==> config.mk <==
export PLATFORM = sky130hd
export DESIGN_NAME = bft_top
export DESIGN_NICKNAME = d
export VERILOG_FILES = /design/src/rtl/bft_pkg.sv /design/src/rtl/bft_top.sv
export VERILOG_INCLUDE_DIRS = /design/src /design/src/rtl
export SDC_FILE = /design/constraint.sdc
export NUM_CORES = 2
export LEC_CHECK = 0
export ABC_AREA = 0
export BUFFER_PORTS_ARGS = -buffer_cell sky130_fd_sc_hd__buf_2
export CAP_MARGIN = 5
export CORE_MARGIN = 1.5
export CORE_UTILIZATION = 60
export DETAILED_ROUTE_END_ITERATION = 16
export PLACE_DENSITY = 0.77
export SKIP_CTS_REPAIR_TIMING = 1
export SYNTH_ARGS = -nofsm -noshare
export SYNTH_HDL_FRONTEND = slang
export SYNTH_SLANG_ARGS = --single-unit
==> constraint.sdc <==
create_clock -name CLK_IN -period 16.89 [get_ports CLK_IN]
set_input_delay 3.378 -clock CLK_IN [delete_from_list [all_inputs] [get_ports CLK_IN]]
set_output_delay 3.378 -clock CLK_IN [all_outputs]
set_load 0.005 [all_outputs]
==> src/rtl/bft_defines.svh <==
// Constants of the breaker failure timing block: offsets of time, counts, ranges.
// Assumes a 125 MHz system clock and a sampled current at 16 samples per cycle.
`ifndef BFT_DEFINES_SVH
`define BFT_DEFINES_SVH

`define BFT_CLK_PERIOD_NS    8
`define BFT_TICK_PERIOD_NS   1000000
`define BFT_TICK_CYCLES      (`BFT_TICK_PERIOD_NS / `BFT_CLK_PERIOD_NS)
`define BFT_TICK_W           17

`define BFT_DELAY_W          16
`define BFT_DELAY_MIN_MS     16'h0064
`define BFT_DELAY_MAX_MS     16'h2710
`define BFT_DELAY_INFINITE   16'hFFFF
`define BFT_BACKUP_DEF_MS    16'h01F4
`define BFT_UPSTREAM_DEF_MS  16'h02EE

`define BFT_SAMPLES_PER_CYC  16
`define BFT_HALF_WINDOW      8
`define BFT_PHASE_W          4
`define BFT_SAMPLE_W         16
`define BFT_ACC_W            32
`define BFT_MAG_W            33

`endif

==> src/rtl/bft_pkg.sv <==
// Types shared by the breaker failure timing block.
// Assumes bft_defines.svh is on the include path.
`include "bft_defines.svh"

package bft_pkg;

    typedef enum logic [1:0] {
        BFT_ST_OFF    = 2'b00,
        BFT_ST_WATCH  = 2'b01,
        BFT_ST_TIMING = 2'b10
    } bft_state_e;

    typedef struct packed {
        logic                         function_switch;
        logic [`BFT_ACC_W-1:0]        current_flow_threshold;
        logic [`BFT_DELAY_W-1:0]      backup_stage_delay;
        logic [`BFT_DELAY_W-1:0]      upstream_stage_delay;
    } bft_cfg_s;

endpackage

==> src/rtl/bft_top.sv <==
// Two-stage breaker failure supervision: current flow detection and delay stages.
// Assumes settings and internal trips come from logic on CLK_IN, the external
// initiate from a binary input pin, and current samples at 16 per power cycle.
`include "bft_defines.svh"

// Functional notes
// Every protection trip also feeds this logic.
// Timers run only with trip and current.
// Current loss resets detector, halts both timers.
// First stage expiry asserts repeat trip.
// Second stage expiry asserts upstream trip.
// Detects interruption itself, not trip hold.
// Only fundamental component feeds flow comparison.
// Detection within half to one cycle.
// Flow true when magnitude at threshold.
// Trip plus flow initiates, starts both timers.
// No binary input can block initiation.
// External source ANDs pickup with trip.
// Single external initiate alone is accepted.
// Below threshold the breaker counts as open.
// Function switch off suppresses everything; CURRENT_FLOW_OUT still follows the flow criterion.
// Delays 0.10 to 10.00 s or infinite.
// Timers tick, restart, hold until drop.
module bft_top #(
    parameter int TICK_CYCLES = `BFT_TICK_CYCLES
) (
    input  wire logic                     CLK_IN,           // 125 MHz clock
    input  wire logic                     RESETN_IN,        // Synchronous reset, low
    input  wire bft_pkg::bft_cfg_s        CFG_IN,           // Settings
    input  wire logic [7:0]               PROT_TRIP_IN,     // Internal trip commands
    input  wire logic                     EXT_INITIATE_IN,  // External initiate pin
    input  wire logic [`BFT_SAMPLE_W-1:0] SAMPLE_IN,        // Signed current sample
    input  wire logic                     SAMPLE_VALID_IN,  // Sample strobe
    output logic                          REPEAT_TRIP_OUT,  // Trip to local breaker
    output logic                          UPSTREAM_TRIP_OUT,// Trip to busbar breakers
    output logic                          CURRENT_FLOW_OUT, // Current flow criterion
    output logic                          INITIATED_OUT,    // Timers running
    output logic                          FUNCTION_OFF_OUT  // Function switched off
);

    // Rotating reference for the half-cycle Fourier filter, scaled by 127.
    function automatic logic signed [7:0] bft_cos(input logic [`BFT_PHASE_W-1:0] k);
        logic signed [7:0] c;
        c = 8'sh00;
        unique case (k)
            4'h0:    c = 8'sh7F;
            4'h1:    c = 8'sh75;
            4'h2:    c = 8'sh5A;
            4'h3:    c = 8'sh31;
            4'h4:    c = 8'sh00;
            4'h5:    c = -8'sh31;
            4'h6:    c = -8'sh5A;
            4'h7:    c = -8'sh75;
            4'h8:    c = -8'sh7F;
            4'h9:    c = -8'sh75;
            4'hA:    c = -8'sh5A;
            4'hB:    c = -8'sh31;
            4'hC:    c = 8'sh00;
            4'hD:    c = 8'sh31;
            4'hE:    c = 8'sh5A;
            4'hF:    c = 8'sh75;
        endcase
        return c;
    endfunction

    // Zero selects the default, out-of-range values clamp, all ones never expires.
    function automatic logic [`BFT_DELAY_W-1:0] bft_eff(input logic [`BFT_DELAY_W-1:0] d,
                                                        input logic [`BFT_DELAY_W-1:0] def);
        logic [`BFT_DELAY_W-1:0] r;
        r = d;
        if (d == 16'h0000) begin
            r = def;
        end else if (d == `BFT_DELAY_INFINITE) begin
            r = d;
        end else if (d < `BFT_DELAY_MIN_MS) begin
            r = `BFT_DELAY_MIN_MS;
        end else if (d > `BFT_DELAY_MAX_MS) begin
            r = `BFT_DELAY_MAX_MS;
        end
        return r;
    endfunction

    // External initiate pin synchroniser.
    logic                                ext_meta;
    logic                                ext_sync;

    always_ff @(posedge CLK_IN) begin
        if (!RESETN_IN) begin
            ext_meta <= 1'b0;
            ext_sync <= 1'b0;
        end else begin
            ext_meta <= EXT_INITIATE_IN;
            ext_sync <= ext_meta;
        end
    end

    // Fundamental-wave filter and current flow criterion.
    logic signed [`BFT_SAMPLE_W-1:0]     hist [`BFT_HALF_WINDOW];
    logic signed [`BFT_SAMPLE_W-1:0]     next_hist [`BFT_HALF_WINDOW];
    logic [`BFT_PHASE_W-1:0]             phase;
    logic [`BFT_PHASE_W-1:0]             next_phase;
    logic signed [`BFT_ACC_W-1:0]        acc_re;
    logic signed [`BFT_ACC_W-1:0]        next_acc_re;
    logic signed [`BFT_ACC_W-1:0]        acc_im;
    logic signed [`BFT_ACC_W-1:0]        next_acc_im;
    logic                                mag_upd;
    logic                                next_mag_upd;
    logic                                flow;
    logic                                next_flow;
    logic signed [`BFT_SAMPLE_W:0]       pair_sum;
    logic signed [24:0]                  prod_re;
    logic signed [24:0]                  prod_im;
    logic [`BFT_MAG_W-1:0]               abs_re;
    logic [`BFT_MAG_W-1:0]               abs_im;
    logic [`BFT_MAG_W-1:0]               mag;
    logic                                at_threshold;

    always_comb begin
        // The sample leaving the window has the opposite reference sign, so it adds.
        pair_sum    = $signed({SAMPLE_IN[`BFT_SAMPLE_W-1], SAMPLE_IN})
                    + $signed({hist[`BFT_HALF_WINDOW-1][`BFT_SAMPLE_W-1],
                               hist[`BFT_HALF_WINDOW-1]});
        prod_re     = pair_sum * bft_cos(phase);
        prod_im     = pair_sum * bft_cos(phase - 4'h4);
        next_hist   = hist;
        next_phase  = phase;
        next_acc_re = acc_re;
        next_acc_im = acc_im;
        next_mag_upd = SAMPLE_VALID_IN;
        if (SAMPLE_VALID_IN) begin
            next_hist[0] = SAMPLE_IN;
            for (int i = 1; i < `BFT_HALF_WINDOW; i++) begin
                next_hist[i] = hist[i-1];
            end
            next_phase  = phase + 4'h1;
            next_acc_re = acc_re + `BFT_ACC_W'(prod_re);
            next_acc_im = acc_im + `BFT_ACC_W'(prod_im);
        end
        abs_re = acc_re[`BFT_ACC_W-1] ? `BFT_MAG_W'(-acc_re) : `BFT_MAG_W'(acc_re);
        abs_im = acc_im[`BFT_ACC_W-1] ? `BFT_MAG_W'(-acc_im) : `BFT_MAG_W'(acc_im);
        if (abs_re > abs_im) begin
            mag = abs_re + (abs_im >> 1);
        end else begin
            mag = abs_im + (abs_re >> 1);
        end
        at_threshold = mag >= `BFT_MAG_W'(CFG_IN.current_flow_threshold);
        next_flow    = mag_upd ? at_threshold : flow;
    end

    always_ff @(posedge CLK_IN) begin
        if (!RESETN_IN) begin
            for (int i = 0; i < `BFT_HALF_WINDOW; i++) begin
                hist[i] <= 16'sh0000;
            end
            phase   <= 4'h0;
            acc_re  <= 32'sh0000_0000;
            acc_im  <= 32'sh0000_0000;
            mag_upd <= 1'b0;
            flow    <= 1'b0;
        end else begin
            hist    <= next_hist;
            phase   <= next_phase;
            acc_re  <= next_acc_re;
            acc_im  <= next_acc_im;
            mag_upd <= next_mag_upd;
            flow    <= next_flow;
        end
    end

    // Initiation, delay stages and trip outputs.
    bft_pkg::bft_state_e                 state;
    bft_pkg::bft_state_e                 next_state;
    logic [`BFT_TICK_W-1:0]              div;
    logic [`BFT_TICK_W-1:0]              next_div;
    logic [`BFT_DELAY_W-1:0]             t1;
    logic [`BFT_DELAY_W-1:0]             next_t1;
    logic [`BFT_DELAY_W-1:0]             t2;
    logic [`BFT_DELAY_W-1:0]             next_t2;
    logic [`BFT_DELAY_W-1:0]             d1;
    logic [`BFT_DELAY_W-1:0]             d2;
    logic                                tick;
    logic                                any_trip;
    logic                                init_now;
    logic                                exp1;
    logic                                exp2;
    logic                                next_repeat;
    logic                                next_upstream;

    always_comb begin
        any_trip = (|PROT_TRIP_IN) | ext_sync;
        // Only the function switch gates initiation; no input path can block it.
        init_now = CFG_IN.function_switch & any_trip & flow;
        d1   = bft_eff(CFG_IN.backup_stage_delay, `BFT_BACKUP_DEF_MS);
        d2   = bft_eff(CFG_IN.upstream_stage_delay, `BFT_UPSTREAM_DEF_MS);
        exp1 = (d1 != `BFT_DELAY_INFINITE) && (t1 >= d1);
        exp2 = (d2 != `BFT_DELAY_INFINITE) && (t2 >= d2);
        tick = div == `BFT_TICK_W'(TICK_CYCLES - 1);
        next_div = div;
        next_t1  = t1;
        next_t2  = t2;
        if (!init_now) begin
            next_div = '0;
            next_t1  = '0;
            next_t2  = '0;
        end else if (tick) begin
            next_div = '0;
            if (t1 != `BFT_DELAY_INFINITE) begin
                next_t1 = t1 + 16'h0001;
            end
            if (t2 != `BFT_DELAY_INFINITE) begin
                next_t2 = t2 + 16'h0001;
            end
        end else begin
            next_div = div + 17'h00001;
        end
        next_repeat   = init_now & exp1;
        next_upstream = init_now & exp2;
        unique case (state)
            bft_pkg::BFT_ST_OFF,
            bft_pkg::BFT_ST_WATCH,
            bft_pkg::BFT_ST_TIMING: begin
                if (!CFG_IN.function_switch) begin
                    next_state = bft_pkg::BFT_ST_OFF;
                end else if (init_now) begin
                    next_state = bft_pkg::BFT_ST_TIMING;
                end else begin
                    next_state = bft_pkg::BFT_ST_WATCH;
                end
            end
            default: begin
                next_state = bft_pkg::BFT_ST_OFF;
            end
        endcase
    end

    always_ff @(posedge CLK_IN) begin
        if (!RESETN_IN) begin
            state             <= bft_pkg::BFT_ST_OFF;
            div               <= 17'h00000;
            t1                <= 16'h0000;
            t2                <= 16'h0000;
            REPEAT_TRIP_OUT   <= 1'b0;
            UPSTREAM_TRIP_OUT <= 1'b0;
            CURRENT_FLOW_OUT  <= 1'b0;
            INITIATED_OUT     <= 1'b0;
            FUNCTION_OFF_OUT  <= 1'b1;
        end else begin
            state             <= next_state;
            div               <= next_div;
            t1                <= next_t1;
            t2                <= next_t2;
            REPEAT_TRIP_OUT   <= next_repeat;
            UPSTREAM_TRIP_OUT <= next_upstream;
            CURRENT_FLOW_OUT  <= flow;
            INITIATED_OUT     <= init_now;
            FUNCTION_OFF_OUT  <= !CFG_IN.function_switch;
        end
    end
endmodule // bft_top

==> flow_summary.ini <==
[floorplan]
start_util = 0.610
die_w_um = 229
fp-row-count = 82
die_y_um = 229
die_area_um2 = 52500
ios = 98
core_um2 = 50300

[clock_tree]
clk_path_buf_depth = 3
ctsRootBufferMaster = clkbuf_16
cts_htree_levels = 1
cts_tree = done
cts_buffers = 30
cts.sinks = 262
insertion_delay_ns = 0.59
cts.clk_slew.worst_paths_ns = 0.06

[drt]
drc = 0
via_count = 23900
firstDrtPassIters = 5
vias_per_cell = 5.77
wl_per_cell_um = 17.0
drt-total-wl_um = 70600
first_iter_violations = 1417
ant_nets = 0

[synth]
yosys_warnings = 0
yosysUniqueCellTypes = 79
synth_seq_cells = 262
synthXorXnorAreaFrac = 0.0700
synth_fa_ha_area_frac = 0.346
synthCells = 3398
ys_seq_area_frac = 0.171
synth_top_family_by_area = adder cells
synth_area_um2 = 30700
ys_async_sr_fraction = 0
synth_ff_type = dfxtp_1
synth_compound_area_frac = 0.113
synth_mux_area_frac = 0.0624
yosys.area_share.simple = 0.180
synth-edff-count = 0
synth.avg_cell_area_um2 = 9.02

[critical_path]
timing.critical_path.mode_cell = fa_1
r2r_setup_slack_ns = 7.86
reg2reg_depth = 27
cp.arrival_ns = 12.10
crit_path_start_kind = primary input
path_class = primary input to flip-flop
worstPathRequired_ns = 17.34
critPathSlowestCell = o32ai_2
crit_path_end_kind = flip-flop
reg2reg_to = acc_re[29]
crit_fanout = 16
critPathMaxStageDelay_ns = 0.92
reg2reg_from = hist[0]

[timing]
grt_setup_unrepaired = false
fin_skew_ns = 0.0152
final.setup.tns_ns = 0
finalSetupViolations = 0
holdWs_ns = 0.435
fmax_mhz = 85.8
setup_slack_ns = 5.24
fin_crit_ns = 11.65
period_share = 0.690
tightest_slew_ns = 1.15
drv_slew = 0
slew_headroom = 0.232
hold_violations = 0

[layout]
area_growth_pct = 7.04
drive_gt1_frac = 0.0611
final_cells = 4142
final_nets = 4196
final_cell_mix = inv_1 (348), ha_1 (329), fa_1 (325)
layout.cells.most_common = inv_1
antenna_cells = 0

[placed_design]
dpl.hpwl_um = 56500
portBuffers = 97
placed_cells = 4089
dp_slack_ns = 4.75
place.gp.congestion = 0.897

[global_routing]
antenna_found_initial = 0
met3_usage = 0.0291
grt_pass1_vias = 24700
grt_max_degree = 130
grt_pass1_wl_um = 118000
grtUsageMet2 = 0.479
grt.busiest_layer = met2
gr-total-overflow = 0
track_usage = 0.270
grt_use_met1 = 0.346

[min_path]
whs_path_depth = 1
hp-class = flip-flop to flip-flop
hold_start = ext_meta
min_to = ext_sync

[outcome]
outcome = complete, no violations

[job]
cap_violations = 0
[metrics by stage]
step                      utilization  area, um^2
after floorplan                     -       30700
after global placement          0.633       31800
after detailed placement        0.633       31800
after CTS                       0.653       32800
after global routing            0.653       32800
final                           0.653       32800
[kinds of logic after synthesis]
group           Yosys count
flops                   262
xor+xnor                243
simple gates           1053
other cells               2
mux                     190
fa+ha+maj               654
compound gates          539
buf+inv                 455
[area by class of cell]
cell class | instances | area, um^2
clock inverter | 16 | 199
multi-input combinational | 2683 | 23700
timing repair buffer | 123 | 693
sequential | 262 | 5250
inverter | 349 | 1310
tap | 672 | 841
clock buffer | 37 | 807
fill | 4105 | 17500
[worst max-delay path by stage]
stage                             from         end  slack, ns  cells after the start
after detailed placement  SAMPLE_IN[0]  acc_re[29]       4.75                     28
final                     SAMPLE_IN[0]  acc_re[29]       5.24                     28
after global routing      SAMPLE_IN[0]  acc_re[29]       4.72                     28
after global placement    SAMPLE_IN[0]  acc_re[29]       5.11                     28
after CTS                 SAMPLE_IN[0]  acc_re[29]       5.36                     28
after floorplan           SAMPLE_IN[0]  acc_re[29]       6.04                     28
[state kept, by name (all words and copies together) (netlist names), 4 cells and up, named ones only]
signal,cells
acc_re,32
t1,16
t2,16
div,17
acc_im,32
phase,4
hist,128
[per-layer routing]
| layer | part of all wire | vias up |
|---|---|---|
| li1 | - | 11600 |
| met1 | 0.44 | 11600 |
| met2 | 0.48 | 610 |
| met3 | 0.050 | 106 |
| met4 | 0.024 | 0 |
| met5 | 0 | - |
[synth_stat cells, types with 5 or more instances]
| cell | number | area, um^2 |
|---|---|---|
| o31ai_1 | 30 | 225 |
| nor2_1 | 216 | 811 |
| a21boi_0 | 8 | 60.1 |
| nor2b_1 | 207 | 1290 |
| a21o_1 | 85 | 638 |
| nor3_1 | 37 | 185 |
| xnor2_1 | 162 | 1420 |
| mux2_2 | 7 | 78.8 |
| or4_1 | 12 | 90.1 |
| or3_1 | 27 | 169 |
| a31oi_1 | 22 | 138 |
| o21bai_1 | 17 | 128 |
| o21ai_0 | 115 | 576 |
| fa_1 | 325 | 6510 |
| nand4_1 | 40 | 250 |
| buf_1 | 17 | 63.8 |
| nand4b_1 | 7 | 61.3 |
| a211oi_1 | 14 | 105 |
| nand2b_1 | 34 | 213 |
| o21a_1 | 17 | 128 |
| dfxtp_1 | 262 | 5250 |
| nand2_1 | 198 | 743 |
| and4_1 | 9 | 78.8 |
| a211o_1 | 5 | 43.8 |
| or2_2 | 14 | 87.6 |
| o211a_1 | 6 | 60.1 |
| inv_1 | 348 | 1310 |
| o211ai_1 | 17 | 128 |
| nand3_1 | 79 | 395 |
| nor4_1 | 13 | 81.3 |
| and2_1 | 100 | 626 |
| a21oi_1 | 148 | 741 |
| mux2i_1 | 180 | 1800 |
| and3_1 | 39 | 244 |
| clkbuf_1 | 86 | 323 |
| ha_1 | 329 | 4120 |
| o41ai_1 | 9 | 78.8 |
| xor2_1 | 80 | 701 |
[worst max-delay path, delay by kind of cell]
| kind | cells | cell delay, ns |
|---|---|---|
| fa+ha+maj | 8 | 3.22 |
| mux | 1 | 0.22 |
| compound gates | 12 | 3.51 |
| simple gates | 5 | 1.55 |
| buf+inv | 2 | 0.20 |
Power is not shown: default switching activity piles up to over one toggle a cycle in this logic, so the estimate is an artifact.
